[src/fec_pkg.sv]
// Package with constants, types and register map of the frame classifier
`default_nettype none
package fec_pkg;
    typedef enum logic [2:0] {
        CLS_UNVOICED,
        CLS_UV_TRANS,
        CLS_V_TRANS,
        CLS_VOICED,
        CLS_ONSET
    } frame_class_t;

    typedef enum logic [1:0] {
        generic_full_rate_type,
        voiced_half_rate_type,
        unvoiced_half_rate_type,
        quarter_rate_type
    } enc_type_t;

    typedef struct packed {
        logic [15:0] merit_value;
        logic signed [15:0] relative_frame_energy;
        logic voice_activity_flag;
        enc_type_t enc_type;
    } frame_feat_t;

    localparam int ADDR_W = 8;
    localparam logic [7:0] ADDR_CODE_MAP = 8'h00;
    localparam logic [7:0] ADDR_FEAT_A = 8'h04;
    localparam logic [7:0] ADDR_FEAT_B = 8'h08;
    localparam logic [7:0] ADDR_FRAME = 8'h0c;
    localparam logic [7:0] ADDR_STATUS = 8'h10;
    localparam logic [7:0] ADDR_FIELD = 8'h14;

    // Merit value is unsigned Q1.15, energy is signed Q7.8
    localparam logic [15:0] TH_VOICED_GE = 16'h547b;
    localparam logic [15:0] TH_VTRANS_GE = 16'h3eb9;
    localparam logic [15:0] TH_ONSET_GT = 16'h50a3;
    localparam logic [15:0] TH_UVTRANS_GT = 16'h4ae1;
    localparam logic signed [15:0] REL_ENERGY_MIN = 16'shf800;

    localparam int ENERGY_W = 6;
    localparam int CODE_W = 2;
    localparam int PHASE_W = 6;
    localparam int FIELD_W = 14;
    localparam int FIELD_PHASE_LSB = 0;
    localparam int FIELD_CODE_LSB = 6;
    localparam int FIELD_ENERGY_LSB = 8;

    localparam logic [7:0] CODE_MAP_RST = 8'he4;
    localparam int MAP_UV_LSB = 0;
    localparam int MAP_TR_LSB = 2;
    localparam int MAP_V_LSB = 4;
    localparam int MAP_ON_LSB = 6;

    localparam int FEATB_ENERGY_LSB = 0;
    localparam int FEATB_PHASE_LSB = 8;
    localparam int FEATB_VAD_BIT = 16;
    localparam int STAT_VALID_BIT = 3;
    localparam int STAT_FIELD_LSB = 16;
endpackage
`default_nettype wire

[src/class_decide.sv]
// Frame class state machine holding the current and previous frame class
`timescale 1ns/1ps
`default_nettype none
module class_decide
    import fec_pkg::*;
(
    input wire logic pclk,
    input wire logic presetn,
    input wire logic ce,
    input wire logic load,
    input wire fec_pkg::frame_feat_t feat,
    output fec_pkg::frame_class_t cls,
    output fec_pkg::frame_class_t prev_cls,
    output fec_pkg::enc_type_t last_type,
    output logic done
);
    import fec_pkg::*;

    frame_class_t next_cls;
    frame_class_t next_prev_cls;
    enc_type_t next_last_type;
    logic next_done;
    logic prev_voiced;

    always_comb
    begin
        next_cls = cls;
        next_prev_cls = prev_cls;
        next_last_type = last_type;
        next_done = 1'b0;
        prev_voiced = (cls == CLS_V_TRANS) || (cls == CLS_VOICED) || (cls == CLS_ONSET);
        if (load)
        begin
            next_prev_cls = cls;
            next_last_type = feat.enc_type;
            next_done = 1'b1;
            case (feat.enc_type)
                voiced_half_rate_type: next_cls = CLS_VOICED;
                unvoiced_half_rate_type: next_cls = CLS_UNVOICED;
                quarter_rate_type: next_cls = CLS_UNVOICED;
                default:
                begin
                    // Merit value already covers the lookahead of the next frame
                    if (!feat.voice_activity_flag || feat.relative_frame_energy < REL_ENERGY_MIN)
                        next_cls = CLS_UNVOICED;
                    else if (prev_voiced)
                    begin
                        if (feat.merit_value >= TH_VOICED_GE)
                            next_cls = CLS_VOICED;
                        else if (feat.merit_value >= TH_VTRANS_GE)
                            next_cls = CLS_V_TRANS;
                        else
                            next_cls = CLS_UNVOICED;
                    end
                    else
                    begin
                        if (feat.merit_value > TH_ONSET_GT)
                            next_cls = CLS_ONSET;
                        else if (feat.merit_value > TH_UVTRANS_GT)
                            next_cls = CLS_UV_TRANS;
                        else
                            next_cls = CLS_UNVOICED;
                    end
                end
            endcase
        end
    end

    always_ff @(posedge pclk or negedge presetn)
    begin
        if (!presetn)
        begin
            cls <= CLS_UNVOICED;
            prev_cls <= CLS_UNVOICED;
            last_type <= generic_full_rate_type;
            done <= 1'b0;
        end
        else if (ce)
        begin
            cls <= next_cls;
            prev_cls <= next_prev_cls;
            last_type <= next_last_type;
            done <= next_done;
        end
    end

    AST_UVT_ENTRY: assert property (@(posedge pclk) disable iff (!presetn)
        (done && cls == CLS_UV_TRANS) |-> (prev_cls == CLS_UNVOICED || prev_cls == CLS_UV_TRANS))
        else $error("Unvoiced transition after a voiced class");
    AST_VT_ENTRY: assert property (@(posedge pclk) disable iff (!presetn)
        (done && cls == CLS_V_TRANS) |-> (prev_cls inside {CLS_V_TRANS, CLS_VOICED, CLS_ONSET}))
        else $error("Voiced transition after an unvoiced class");
    AST_VOICED_ENTRY: assert property (@(posedge pclk) disable iff (!presetn)
        (done && cls == CLS_VOICED && last_type == generic_full_rate_type)
        |-> (prev_cls inside {CLS_V_TRANS, CLS_VOICED, CLS_ONSET}))
        else $error("Voiced class after an unvoiced class");
    AST_ONSET_AFTER_UV: assert property (@(posedge pclk) disable iff (!presetn)
        (load && ce && feat.enc_type == generic_full_rate_type && feat.voice_activity_flag
        && feat.relative_frame_energy >= REL_ENERGY_MIN && feat.merit_value > TH_ONSET_GT
        && (cls == CLS_UNVOICED || cls == CLS_UV_TRANS)) |=> (cls == CLS_ONSET && done))
        else $error("Strong voiced frame after unvoiced not taken as onset");
    AST_FORCE_UNVOICED: assert property (@(posedge pclk) disable iff (!presetn)
        (load && ce && feat.enc_type == generic_full_rate_type
        && (!feat.voice_activity_flag || feat.relative_frame_energy < REL_ENERGY_MIN))
        |=> cls == CLS_UNVOICED)
        else $error("Inactive or quiet frame not forced unvoiced");
    AST_HR_VOICED: assert property (@(posedge pclk) disable iff (!presetn)
        (load && ce && feat.enc_type == voiced_half_rate_type) |=> (cls == CLS_VOICED
        && prev_cls == $past(cls)))
        else $error("Voiced half rate frame not classified voiced");
    AST_EVERY_FRAME: assert property (@(posedge pclk) disable iff (!presetn)
        (load && ce) |=> done)
        else $error("Frame strobe did not update class state");
    COV_ONSET: cover property (@(posedge pclk) disable iff (!presetn) done && cls == CLS_ONSET);
    COV_VTRANS: cover property (@(posedge pclk) disable iff (!presetn)
        done && cls == CLS_V_TRANS);
endmodule
`default_nettype wire

[src/frame_class_fsm.sv]
// Frame classifier with supplementary field packing and APB register file
// Summary of operation
// - Every generic full-rate frame yields a 14-bit supplementary field.
// - Field carries a 6-bit quantized energy.
// - Field carries a 6-bit first glottal pulse position.
// - Field carries the class decision as a 2-bit code.
// - Class state takes five values: unvoiced, two transitions, voiced, onset.
// - Unvoiced or inactive frames, noise included, are classed unvoiced.
// - Unvoiced transition only follows unvoiced or unvoiced transition.
// - Voiced transition only follows voiced transition, voiced or onset.
// - Voiced from a generic full-rate frame only follows voiced transition, voiced or onset.
// - Stable voiced frame after an unvoiced class becomes onset.
// - Both transition classes share one 2-bit code.
// - Decision uses lookahead of the next frame via the merit value.
// - No voice activity or relative energy below -8 forces unvoiced.
// - After voiced classes: voiced >=0.66, voiced transition >=0.49, else unvoiced.
// - After unvoiced classes: onset >0.63, unvoiced transition >0.585, else unvoiced.
// - Class updates every frame; half-rate and quarter-rate types are fixed.
`timescale 1ns/1ps
`default_nettype none
module frame_class_fsm
    import fec_pkg::*;
(
    input wire logic pclk,
    input wire logic presetn,
    input wire logic ce,
    input wire logic psel,
    input wire logic penable,
    input wire logic pwrite,
    input wire logic [fec_pkg::ADDR_W-1:0] paddr,
    input wire logic [31:0] pwdata,
    output logic [31:0] prdata,
    output logic pready,
    output logic pslverr,
    output logic [fec_pkg::FIELD_W-1:0] supp_field,
    output logic supp_valid,
    output fec_pkg::frame_class_t frame_class
);
    import fec_pkg::*;

    logic [7:0] code_map;
    logic [15:0] merit_value;
    logic signed [15:0] relative_frame_energy;
    logic [ENERGY_W-1:0] energy;
    logic [PHASE_W-1:0] first_pulse_position;
    logic voice_activity_flag;
    logic frame_load;
    frame_feat_t frame_feat;
    logic [ENERGY_W-1:0] frame_energy;
    logic [PHASE_W-1:0] frame_phase;
    logic field_held;

    logic [7:0] next_code_map;
    logic [15:0] next_merit_value;
    logic signed [15:0] next_relative_frame_energy;
    logic [ENERGY_W-1:0] next_energy;
    logic [PHASE_W-1:0] next_first_pulse_position;
    logic next_voice_activity_flag;
    logic next_frame_load;
    frame_feat_t next_frame_feat;
    logic [ENERGY_W-1:0] next_frame_energy;
    logic [PHASE_W-1:0] next_frame_phase;
    logic [31:0] next_prdata;
    logic next_pready;
    logic next_pslverr;
    logic [FIELD_W-1:0] next_supp_field;
    logic next_supp_valid;
    logic next_field_held;

    frame_class_t prev_cls;
    enc_type_t last_type;
    logic done;
    logic access;
    logic [CODE_W-1:0] cur_code;

    class_decide u_decide (
        .pclk(pclk),
        .presetn(presetn),
        .ce(ce),
        .load(frame_load),
        .feat(frame_feat),
        .cls(frame_class),
        .prev_cls(prev_cls),
        .last_type(last_type),
        .done(done)
    );

    assign access = psel && penable && pready;

    // Class to code translation through the shared map
    always_comb
    begin
        case (frame_class)
            CLS_UNVOICED: cur_code = code_map[MAP_UV_LSB +: CODE_W];
            CLS_UV_TRANS: cur_code = code_map[MAP_TR_LSB +: CODE_W];
            CLS_V_TRANS: cur_code = code_map[MAP_TR_LSB +: CODE_W];
            CLS_VOICED: cur_code = code_map[MAP_V_LSB +: CODE_W];
            default: cur_code = code_map[MAP_ON_LSB +: CODE_W];
        endcase
    end

    // Register writes and frame strobe
    always_comb
    begin
        next_code_map = code_map;
        next_merit_value = merit_value;
        next_relative_frame_energy = relative_frame_energy;
        next_energy = energy;
        next_first_pulse_position = first_pulse_position;
        next_voice_activity_flag = voice_activity_flag;
        next_frame_load = 1'b0;
        next_frame_feat = frame_feat;
        next_frame_energy = frame_energy;
        next_frame_phase = frame_phase;
        if (access && pwrite)
        begin
            if (paddr == ADDR_CODE_MAP)
                next_code_map = pwdata[7:0];
            else if (paddr == ADDR_FEAT_A)
            begin
                next_merit_value = pwdata[15:0];
                next_relative_frame_energy = pwdata[31:16];
            end
            else if (paddr == ADDR_FEAT_B)
            begin
                next_energy = pwdata[FEATB_ENERGY_LSB +: ENERGY_W];
                next_first_pulse_position = pwdata[FEATB_PHASE_LSB +: PHASE_W];
                next_voice_activity_flag = pwdata[FEATB_VAD_BIT];
            end
            else if (paddr == ADDR_FRAME)
            begin
                next_frame_load = 1'b1;
                next_frame_feat.merit_value = merit_value;
                next_frame_feat.relative_frame_energy = relative_frame_energy;
                next_frame_feat.voice_activity_flag = voice_activity_flag;
                next_frame_feat.enc_type = enc_type_t'(pwdata[1:0]);
                next_frame_energy = energy;
                next_frame_phase = first_pulse_position;
            end
        end
    end

    // Supplementary field packing
    always_comb
    begin
        next_supp_field = supp_field;
        next_supp_valid = 1'b0;
        next_field_held = field_held;
        if (done)
        begin
            next_field_held = (last_type == generic_full_rate_type);
            if (last_type == generic_full_rate_type)
            begin
                next_supp_valid = 1'b1;
                next_supp_field[FIELD_ENERGY_LSB +: ENERGY_W] = frame_energy;
                next_supp_field[FIELD_CODE_LSB +: CODE_W] = cur_code;
                next_supp_field[FIELD_PHASE_LSB +: PHASE_W] = frame_phase;
            end
        end
    end

    // APB answer, one wait state
    always_comb
    begin
        next_pready = psel && penable && !pready;
        next_prdata = 32'h0000_0000;
        next_pslverr = 1'b0;
        if (psel && penable && !pready)
        begin
            if (paddr == ADDR_CODE_MAP)
                next_prdata[7:0] = code_map;
            else if (paddr == ADDR_FEAT_A)
                next_prdata = {relative_frame_energy, merit_value};
            else if (paddr == ADDR_FEAT_B)
            begin
                next_prdata[FEATB_ENERGY_LSB +: ENERGY_W] = energy;
                next_prdata[FEATB_PHASE_LSB +: PHASE_W] = first_pulse_position;
                next_prdata[FEATB_VAD_BIT] = voice_activity_flag;
            end
            else if (paddr == ADDR_FRAME)
                next_prdata[1:0] = frame_feat.enc_type;
            else if (paddr == ADDR_STATUS)
            begin
                next_prdata[2:0] = frame_class;
                next_prdata[STAT_VALID_BIT] = field_held;
                next_prdata[STAT_FIELD_LSB +: 3] = prev_cls;
            end
            else if (paddr == ADDR_FIELD)
                next_prdata[FIELD_W-1:0] = supp_field;
            else
                next_pslverr = 1'b1;
        end
    end

    always_ff @(posedge pclk or negedge presetn)
    begin
        if (!presetn)
        begin
            code_map <= CODE_MAP_RST;
            merit_value <= 16'h0000;
            relative_frame_energy <= 16'sh0000;
            energy <= '0;
            first_pulse_position <= '0;
            voice_activity_flag <= 1'b0;
            frame_load <= 1'b0;
            frame_feat <= '0;
            frame_energy <= '0;
            frame_phase <= '0;
            prdata <= 32'h0000_0000;
            pready <= 1'b0;
            pslverr <= 1'b0;
            supp_field <= '0;
            supp_valid <= 1'b0;
            field_held <= 1'b0;
        end
        else if (ce)
        begin
            code_map <= next_code_map;
            merit_value <= next_merit_value;
            relative_frame_energy <= next_relative_frame_energy;
            energy <= next_energy;
            first_pulse_position <= next_first_pulse_position;
            voice_activity_flag <= next_voice_activity_flag;
            frame_load <= next_frame_load;
            frame_feat <= next_frame_feat;
            frame_energy <= next_frame_energy;
            frame_phase <= next_frame_phase;
            prdata <= next_prdata;
            pready <= next_pready;
            pslverr <= next_pslverr;
            supp_field <= next_supp_field;
            supp_valid <= next_supp_valid;
            field_held <= next_field_held;
        end
    end

    AST_FIELD_ONLY_FR: assert property (@(posedge pclk) disable iff (!presetn)
        (done && ce) |=> (supp_valid == (last_type == generic_full_rate_type)))
        else $error("Supplementary field valid does not follow frame type");
    AST_FIELD_CONTENT: assert property (@(posedge pclk) disable iff (!presetn)
        supp_valid |-> (supp_field[FIELD_ENERGY_LSB +: ENERGY_W] == frame_energy
        && supp_field[FIELD_PHASE_LSB +: PHASE_W] == frame_phase))
        else $error("Energy or phase misplaced in supplementary field");
    AST_TRANS_CODE: assert property (@(posedge pclk) disable iff (!presetn)
        (supp_valid && (frame_class == CLS_UV_TRANS || frame_class == CLS_V_TRANS))
        |-> supp_field[FIELD_CODE_LSB +: CODE_W] == code_map[MAP_TR_LSB +: CODE_W])
        else $error("Transition class not sent with shared code");
    AST_RESET_UNVOICED: assert property (@(posedge pclk)
        $rose(presetn) |-> (frame_class == CLS_UNVOICED && !supp_valid))
        else $error("Class state not unvoiced after reset");
    AST_PREADY_WAIT: assert property (@(posedge pclk) disable iff (!presetn)
        (psel && penable && !pready && ce) |=> pready ##1 !pready)
        else $error("APB answer not after one wait state");
    COV_FIELD: cover property (@(posedge pclk) disable iff (!presetn) supp_valid);
    COV_SLVERR: cover property (@(posedge pclk) disable iff (!presetn) pready && pslverr);
endmodule
`default_nettype wire

[config.mk]
export PLATFORM = sky130hd
export DESIGN_NAME = frame_class_fsm
export DESIGN_NICKNAME = d
export VERILOG_FILES = /design/src/fec_pkg.sv /design/src/class_decide.sv /design/src/frame_class_fsm.sv
export SDC_FILE = /design/constraint.sdc
export NUM_CORES = 1
export LEC_CHECK = 0
export CAP_MARGIN = 15
export CORE_MARGIN = 10
export CORE_UTILIZATION = 37
export DETAILED_ROUTE_END_ITERATION = 10
export DONT_BUFFER_PORTS = 1
export PLACE_DENSITY = 0.6
export SLEW_MARGIN = 20
export SYNTH_ARGS = -nofsm -noshare
export SYNTH_HDL_FRONTEND = slang
export SYNTH_SLANG_ARGS = --single-unit
[constraint.sdc]
create_clock -name pclk -period 4.1 [get_ports pclk]
set_clock_uncertainty 0.15 [all_clocks]
set_input_delay 0.82 -clock pclk [delete_from_list [all_inputs] [get_ports pclk]]
set_output_delay 0.82 -clock pclk [all_outputs]
set_load 0.02 [all_outputs]
==> results of run 1 <==
## final cells by class
cell class | instances | area, µm²
clock buffer | 21 | 470.5
clock inverter | 11 | 125.1
fill | 1595 | 9982
inverter | 8 | 30.03
multi-input combinational | 298 | 2569
sequential | 149 | 3734
tap | 225 | 281.5
timing repair buffer | 6 | 45.04
## how the worst max path moves through the flow
stage	to	cells past startpoint
final	frame_energy[0]	5
after global routing	frame_energy[0]	5
after CTS	frame_energy[0]	5
after detailed placement	frame_phase[3]	5
after global placement	frame_phase[2]	5
after floorplan	frame_energy[2]	7
## cells by family after synthesis
group	after synthesis	synth area share, %
AOI/OAI and AO/OA	102	11.70
xor gates and xnor gates	1	0.1352
buffers and inverters	32	2.897
DFF	149	57.63
muxes	112	21.01
and+or+nand+nor	83	6.625
## stage by stage
| stage | util [%] | cells | hold slack [ps] | setup slack [ps] |
|---|---|---|---|---|
| 2_1_floorplan | - | 479 | 300.5 | 1270 |
| 3_3_place_gp | 38.60 | 686 | 320.0 | 929.6 |
| 3_5_place_dp | 38.63 | 686 | 321.9 | 886.7 |
| 4_1_cts | 42.09 | 718 | -80.41 | 1318 |
| 5_1_grt | 42.09 | 718 | -85.62 | 1269 |
| 6_report | 42.09 | 718 | -65.32 | 1324 |
## registers in the layout, indices dropped and copies added, names as in the netlist, 2 cells and up
| name | cells |
|---|---|
| merit_value | 16 |
| energy | 6 |
| frame_feat | 24 |
| prdata | 32 |
| supp_field | 14 |
| code_map | 8 |
| frame_phase | 6 |
| frame_energy | 6 |
| first_pulse_position | 6 |
| relative_frame_energy | 16 |
| u_decide.cls | 3 |
| u_decide.last_type | 2 |
| u_decide.prev_cls | 3 |
## power breakdown
group / switching (mW) / internal, mW
clock network: 0.607 / 0.945
registers: 0.00602 / 1.47
logic: 0.0232 / 0.0117
total: 0.636 / 2.43
## Yosys cell counts (all sizes together) (7+ instances only)
library cell  instances  area share, %
a22o                 21            2.8
a22oi                11            1.3
a21oi                18            1.4
buf                   9            1.6
o2bb2ai              12            1.6
a21o                  9            1.0
o21ai                 7           0.54
nand3                10           0.77
dfrtp               145             56
mux2i                 7            1.1
clkbuf               15           0.87
inv                   7           0.41
mux2                105             20
nor2                 20            1.4
nand2                27            1.6
## layer usage
metal	track usage, %	wire length, µm	vias to the layer above	share of wire [%]
li1	-	-	1776	-
met1	18.48	7177	2064	43
met2	20.71	7283	150	44
met3	7.621	2006	19	12
met4	4.493	197	0	1.2
met5	0	0	-	0
==> results.md, run 1 <==
- Status: finished, violations left
- Failing checks: hold timing
- CP bufs+invs: 0
- Post-layout instance area: 7254 µm²
- Fin Hold WS: -65.32 ps
- Part of the Yosys area used for sequential elements: 57.63%
- Global-route wire length before repair: 26450 µm
- Layout cell share with drive strength beyond 1: 31.24%
- Core area: 17240 µm²
- Wire per inst: 23.21 µm
- Post-DP Area: 6659 µm²
- Mean Syn Cell Area: 13.53 µm²
- Die width: 152.3 µm
- Detailed Route Iter0 Violations: 344
- Number of port buffers: 0
- # resized after CTS: 0
- Crit path from: paddr[7]
- Power Dens Cells: 422.7 nW/µm²
- R2R Setup Slk: 1570 ps
- Period minus WS final: 2776 ps
- CP Cell Sequence: or4_4, or2_4, nor2_8, and4_4, mux2_2
- RePlAce Congestion: 0.9038
- Setup Fix Bufs, Post-CTS: 0
- Maxcap violations: 0
- Crit path required time: 4250 ps
- CP max stage delay: 720 ps
- YS warnings: 0
- Most frequent cells in the layout: 145 x dfrtp_1, 76 x mux2_2, 29 x mux2_4
- Vias: 4009
- Clk sinks: 149
- ANT nets after route: 0
- Total GRT Usage: 14.50%
- Drt drc: 0
- Leakage power: 3.453 nW
- Nets: 526
- IO Count: 98
- Die ar.: 23200 µm²
- Area grow syn2layout: 11.97%
- Setup TNS Final: 0 ps
- Yosys reg bits: 149
- Syn Inst Count: 479
- Kind of critical path: in -> reg
- Worst R2R End: frame_energy[0]
- Initial antenna violation count: 0
- Pin count of the biggest net entering global routing: 150
- Total Routed Length: 16670 µm
- Nature of the critical path startpoint: input pin
- CTS root buffer: clkbuf_16
- Worst min path class: in -> async
- Antenna Cells: 0
- Max clock buf depth: 2
- Syn nets: 525
- Grt total ovfl: 0
- Final Max Tran Viols: 0
- Measured slew at the worst slew-check pin: 964.2 ps
- Max Clk Rate: 0.3603 GHz
- Final hold vios: 145
- Max H-tree Level: 4
- Starting Density: 37.59%
- CP max stage cell: and4_4
- Tcrit/Tclk final: 67.70%
- Die H: 152.3 µm
- FFs w/ async S/R, synth: 100.0%
- Drt via density: 5.584
- Family with the most delay on the worst path: simple AND/OR/NAND/NOR gates
- CTS Buf Count: 17
- R2R Path Start: pready
- VDD IR max: 0.3988 mV
- Post-synth EDFFs: 0
- Max-slew headroom: 34.06%
- CP endpoint kind: register
- Crit path DAT: 2930 ps
- Worst reg-to-reg path cell count: 4
- CTS tree: yes
- Commonest non-fill, non-tap cell in the layout: dfrtp_1
- Drt pass-1 iters: 5
- Netlist cell types: 51
- Max FO, Critical Path: 37
- Reg clk slew, reported paths: 60 ps
- Vias in the first global route: 4259
- Ys flop type: dfrtp_1
- DP HPWL: 11760 µm
- Worst skew pair latency: 430 ps
- Post-Syn Area: 6479 µm²
- Final total power: 3.066 mW
- RSZ-0062 raised after global routing: no
- Final count of negative-setup-slack endpoints: 0
- Row count: 48
Note: power is estimated with default switching activity, not from simulation.
==> run 2: changes to the inputs <==
Settings changed: PLACE_DENSITY 0.6 to 0.62.
Clock period 4.1 ns to 2.4 ns, I/O delays scaled along.
==> results.md, run 2 (synthesis results as in run 1) <==
- Status: finished, violations left
- Failing checks: hold timing
- Die width: 152.3 µm (unchanged)
- Worst skew pair latency: 430 ps (about the same)
- Crit path DAT: 2190 ps (-740 ps)
- Drt pass-1 iters: 4 (-1)
- Max-slew headroom: 67.77% (+34 points)
- Vias in the first global route: 4303 (+1.0%)
- Final Max Tran Viols: 0 (unchanged)
- Tcrit/Tclk final: 84.99%
- CP bufs+invs: 1 (+1)
- Leakage power: 3.568 nW (+3.3%)
- # resized after CTS: 0 (unchanged)
- Total GRT Usage: 14.30% (-0.20 points)
- Largest regs: prdata x32, frame_feat x24
- Die H: 152.3 µm (unchanged)
- Kind of critical path: in -> reg
- IO Count: 98 (unchanged)
- Grt total ovfl: 0 (unchanged)
- Setup TNS Final: 0 ps (unchanged)
- ANT nets after route: 0 (unchanged)
- Worst min path class: in -> async
- Nets: 546 (+3.8%)
- Pin count of the biggest net entering global routing: 150 (unchanged)
- Final worst slack: 360.2 ps (-964.0 ps)
- Nature of the critical path startpoint: input pin
- CP endpoint kind: register
- Wire per inst: 22.22 µm (-4.3%)
- Number of flip-flops in the largest register: 32 (unchanged)
- Core area: 17240 µm² (unchanged)
- Crit path required time: 2560 ps (-1690 ps)
- Final count of negative-setup-slack endpoints: 0 (unchanged)
- Detailed Route Iter0 Violations: 222 (-35%)
- Initial antenna violation count: 1 (+1)
- CP max stage delay: 520 ps (-200 ps)
- Commonest non-fill, non-tap cell in the layout: dfrtp_1
- Number of port buffers: 0 (unchanged)
- Drt via density: 5.483 (-1.8%)
- Family with the most delay on the worst path: simple AND/OR/NAND/NOR gates
- Global-route wire length before repair: 25990 µm (-1.7%)
- Starting Density: 37.59% (unchanged)
- Power Dens Cells: 714.2 nW/µm² (+69%)
- CTS root buffer: clkbuf_16
- RePlAce Congestion: 0.8980 (-0.64%)
- Pre-CTS WS: -68.10 ps (-954.8 ps)
- Max Clk Rate: 0.4903 GHz
- Maxcap violations: 0 (unchanged)
- Max H-tree Level: 4 (unchanged)
- CTS tree: yes
- Drt drc: 0 (unchanged)
- DP HPWL: 11820 µm (+0.52%)
- Die ar.: 23200 µm² (unchanged)
- Row count: 48 (unchanged)
- Final hold vios: 149 (+2.8%)
- Measured slew at the worst slew-check pin: 482.4 ps (-481.8 ps)
- CP max stage cell: or4_4
- Vias: 4052 (+1.1%)
- Hold Buf Count CTS: 1
- Most frequent cells in the layout: 145 x dfrtp_1, 76 x mux2_2, 29 x mux2_4
- Reg clk slew, reported paths: 60 ps (about the same)
- CP Cell Sequence: or4_4, or2_4, nor2_8, and4_4, buf_12, mux2_4
- RSZ-0062 raised after global routing: no
- VDD IR max: 0.5295 mV (+33%)
- Biggest register: prdata
- Layout cell share with drive strength beyond 1: 33.92% (+2.7 points)
- Max FO, Critical Path: 19 (-49%)
- CTS Buf Count: 17 (unchanged)
- Period minus WS final: 2040 ps
- Fin Hold WS: -403.4 ps (-338.1 ps)
- Max clock buf depth: 2 (unchanged)
- Clk sinks: 149 (unchanged)
- Total Routed Length: 16420 µm (-1.5%)
- Area grow syn2layout: 15.04%
-- run 2: final cells by class --
| class | instances | area, µm² |
|---|---|---|
| diodes | 1 | 2.502 |
| clock buffers | 17 | 425.4 |
| repair buffers | 26 | 235.2 |
| multi-input cells | 298 | 2562 |
| flip-flops and latches | 149 | 3734 |
| well taps | 225 | 281.5 |
| fillers | 1547 | 9783 |
| clock inverters | 15 | 182.7 |
| inverters | 8 | 30.03 |
-- run 2: worst paths after layout --
kind                                          startpoint         endpoint  slack [ps]  cells after the start
worst min-delay path                             presetn  merit_value[14]        -400                      0
worst max-delay path                            paddr[7]   frame_feat[17]         360                      6
worst min register to register  relative_frame_energy[4]       prdata[20]         330                      1
worst max register to register            frame_feat[30]  u_decide.cls[0]         360                      4
min in group pclk                              pwdata[3]      code_map[3]          50                      1
max in group asynchronous                        presetn      code_map[6]        2230                      0
-- run 2: power by group --
group / internal, mW / total, mW / switching [mW]
registers: 2.52 / 2.53 / 0.00952
clock network: 1.64 / 2.73 / 1.09
logic: 0.0249 / 0.0650 / 0.0401
-- run 2: layer usage --
layer,vias to the layer above,wire length [µm],global-route usage (%)
li1,1823,-,-
met1,2073,6790,16.83
met2,137,7861,22.49
met3,19,1476,6.097
met4,0,291,5.869
met5,-,0,0
-- run 2: through the flow --
stage / hold slack, ps / instances / cell area [µm²] / util, % / power (mW)
final: -403.4 / 739 / 7453 / 43.24 / 5.323
after global routing: -434.2 / 738 / 7451 / 43.23 / 5.496
after CTS: -419.7 / 738 / 7451 / 43.23 / 5.371
after detailed placement: 39.09 / 705 / 6833 / 39.64 / 2.636
after global placement: 38.95 / 705 / 6833 / 39.64 / 2.635
after floorplan: 34.41 / 479 / 6479 / - / 2.628
-- run 2: what timing repair did --
| item | 4_1_cts | 5_1_grt |
|---|---|---|
| setup buffers | 0 | 0 |
| setup endpoints to repair | 0 | 0 |
| endpoints found under the hold margin | 151 | 149 |
==> run 3: changes to the inputs <==
Settings changed: ABC_AREA set to 1, PLACE_DENSITY 0.62 to 0.6.
Clock period 2.4 ns to 2 ns, I/O delays scaled along.
==> results.md, run 3 <==
- Die width: 154.9 µm (+1.7%)
- Status: finished, violations left
- Final hold vios: 149 (unchanged)
- DP HPWL: 12950 µm (+9.5%)
- Die H: 154.9 µm (+1.7%)
- Area grow syn2layout: 17.61%
- Syn nets: 852 (+62%)
- Initial antenna violation count: 0 (-1)
- Nets: 891 (+63%)
- Top post-synthesis cells by area: dfrtp_1 54%, nand2_1 14%, o21ai_0 4.8%
- Global-route wire length before repair: 28770 µm (+11%)
- Most frequent cells in the layout: 256 x nand2_1, 145 x dfrtp_1, 85 x inv_1
- Final Max Tran Viols: 0 (unchanged)
- Max clock buf depth: 2 (unchanged)
- # resized after CTS: 0 (unchanged)
- RSZ-0062 raised after global routing: no
- Leakage power: 3.982 nW (+12%)
- Layout cell share with drive strength beyond 1: 11.77% (-22 points)
- Fill count: 1776 (+15%)
- CTS tree: yes
- Row count: 49 (+2.1%)
- Number of flip-flops in the largest register: 32 (unchanged)
- CTS Buf Count: 17 (unchanged)
- Top-area cell type share of the netlist area: 53.86% (-2.1 points)
- Drt drc: 0 (unchanged)
- Worst min path class: in -> async
- Yosys reg bits: 149 (unchanged)
- Drt via density: 4.915 (-10%)
- RePlAce Congestion: 0.8601 (-4.2%)
- Hold Buf Count CTS: 23 (+22)
- CP endpoint kind: register
- Detailed Route Iter0 Violations: 422 (+90%)
- Maxcap violations: 0 (unchanged)
- Crit path required time: 2210 ps (-350 ps)
- Nature of the critical path startpoint: register
- Number of port buffers: 0 (unchanged)
- Part of the Yosys area used for sequential elements: 55.42% (-2.2 points)
- Max Clk Rate: 0.5988 GHz
- Netlist cell types: 32 (-37%)
- Mean Syn Cell Area: 8.358 µm² (-38%)
- Max-slew headroom: 65.33% (-2.4 points)
- Most common cell in the synthesized netlist: nand2_1
- VDD IR max: 0.6862 mV (+30%)
- Largest regs: prdata x32, frame_feat x24
- Crit path DAT: 1880 ps (-310 ps)
- Max FO, Critical Path: 12 (-7)
- Kind of critical path: reg -> reg
- Vias: 5343 (+32%)
- Worst skew pair latency: 430 ps (about the same)
- Commonest non-fill, non-tap cell in the layout: nand2_1
- Ys flop type: dfrtp_1
- Period minus WS final: 1670 ps
- Final total power: 6.539 mW (+23%)
- Drt pass-1 iters: 5 (+1)
- CTS root buffer: clkbuf_16
- Clk sinks: 149 (unchanged)
- IO Count: 98 (unchanged)
- Max H-tree Level: 4 (unchanged)
- Syn Inst Count: 806 (+68%)
- Starting Density: 37.50% (-0.086 points)
- Vias in the first global route: 5249 (+22%)
- Antenna Cells: 0 (-1)
- Tcrit/Tclk final: 83.50%
- YS warnings: 0 (unchanged)
- Synth area leader: dfrtp_1
- ANT nets after route: 0 (unchanged)
- Power Dens Cells: 825.4 nW/µm² (+16%)
- Failing checks: hold timing
- Setup TNS Final: 0 ps (unchanged)
- Measured slew at the worst slew-check pin: 519.5 ps (+37.04 ps)
- Die ar.: 24000 µm² (+3.4%)
- Post-synth EDFFs: 0 (unchanged)
- Biggest register: prdata
- Final count of negative-setup-slack endpoints: 0 (unchanged)
- Reg clk slew, reported paths: 60 ps (about the same)
- Total Routed Length: 18050 µm (+9.9%)
- Post-Syn Area: 6736 µm² (+4.0%)
- Total GRT Usage: 15.12% (+0.81 points)
- Pin count of the biggest net entering global routing: 150 (unchanged)
- Most instantiated cells after synthesis: 256 x nand2_1, 145 x dfrtp_1, 85 x inv_1, 72 x nor2_1, 64 x o21ai_0
- Setup Fix Bufs, Post-CTS: 0 (unchanged)
- Wire per inst: 16.60 µm (-25%)
- Fin Hold WS: -477.8 ps (-74.41 ps)
- FFs w/ async S/R, synth: 100.0% (unchanged)
- Grt total ovfl: 0 (unchanged)
- Core area: 17960 µm² (+4.2%)
[run 3: path summary, 6_finish.rpt]
check | startpoint | endpoint | slack, ps | cells past startpoint
min | presetn | prdata[14] | -480 | 0
max reg2reg | pready | prdata[10] | 330 | 8
min reg2reg | relative_frame_energy[7] | relative_frame_energy[7] | 330 | 2
max in group asynchronous | presetn | code_map[2] | 1910 | 0
min in group pclk | pwdata[10] | first_pulse_position[2] | 10 | 2
max | pready | prdata[10] | 330 | 8
[run 3: logic make-up (layout without fill, tap and decap cells)]
group / Yosys count / in the layout / synth area share, %
simple gates: 394 / 394 / 24.28
flops: 149 / 149 / 55.42
compound gates: 143 / 143 / 12.44
buf+inv: 120 / 172 / 7.857
[run 3: final cells by class]
class | instances | area, µm² | area share [%]
Clock inverter | 11 | 148.9 | 1.879
Timing Repair Buffer | 51 | 465.4 | 5.875
Multi-Input combinational cell | 537 | 2474 | 31.22
Clock buffer | 21 | 480.5 | 6.064
Tap cell | 229 | 286.5 | 3.617
Sequential cell | 149 | 3734 | 47.13
Inverter | 89 | 334.1 | 4.217
[run 3: routing by layer]
metal	vias up	routed length (µm)	global-route usage (%)
met4	0	266	4.903
met2	155	8101	22.78
li1	2646	-	-
met5	-	0	0
met3	19	1330	5.128
met1	2523	8349	19.95
[run 3: worst max-delay path, cell delays in order, from the launching register on]
cell     delay, ps
dfrtp_1        370
buf_4          170
nor3_2         210
buf_4          200
nand2_1        100
buf_12         160
a21oi_1        130
nand2_1         70
nand2_1         50
[run 3: through the flow]
| stage | utilization, % | std cells | cell area [µm²] | worst slack, ps |
|---|---|---|---|---|
| 6_report | 44.10 | 1087 | 7923 | 330.0 |
| 5_1_grt | 44.10 | 1087 | 7923 | 183.7 |
| 4_1_cts | 44.10 | 1087 | 7923 | 298.0 |
| 3_5_place_dp | 39.32 | 1032 | 7063 | 73.84 |
| 3_3_place_gp | 39.32 | 1032 | 7063 | 161.1 |
| 2_1_floorplan | - | 806 | 6736 | 253.1 |
[run 3: power by group]
| group | internal [mW] | switching [mW] | leakage (nW) |
|---|---|---|---|
| sequential | 3.02 | 0.0116 | 1.91 |
| combinational | 0.0606 | 0.0848 | 1.77 |
| clock | 2.10 | 1.26 | 0.301 |
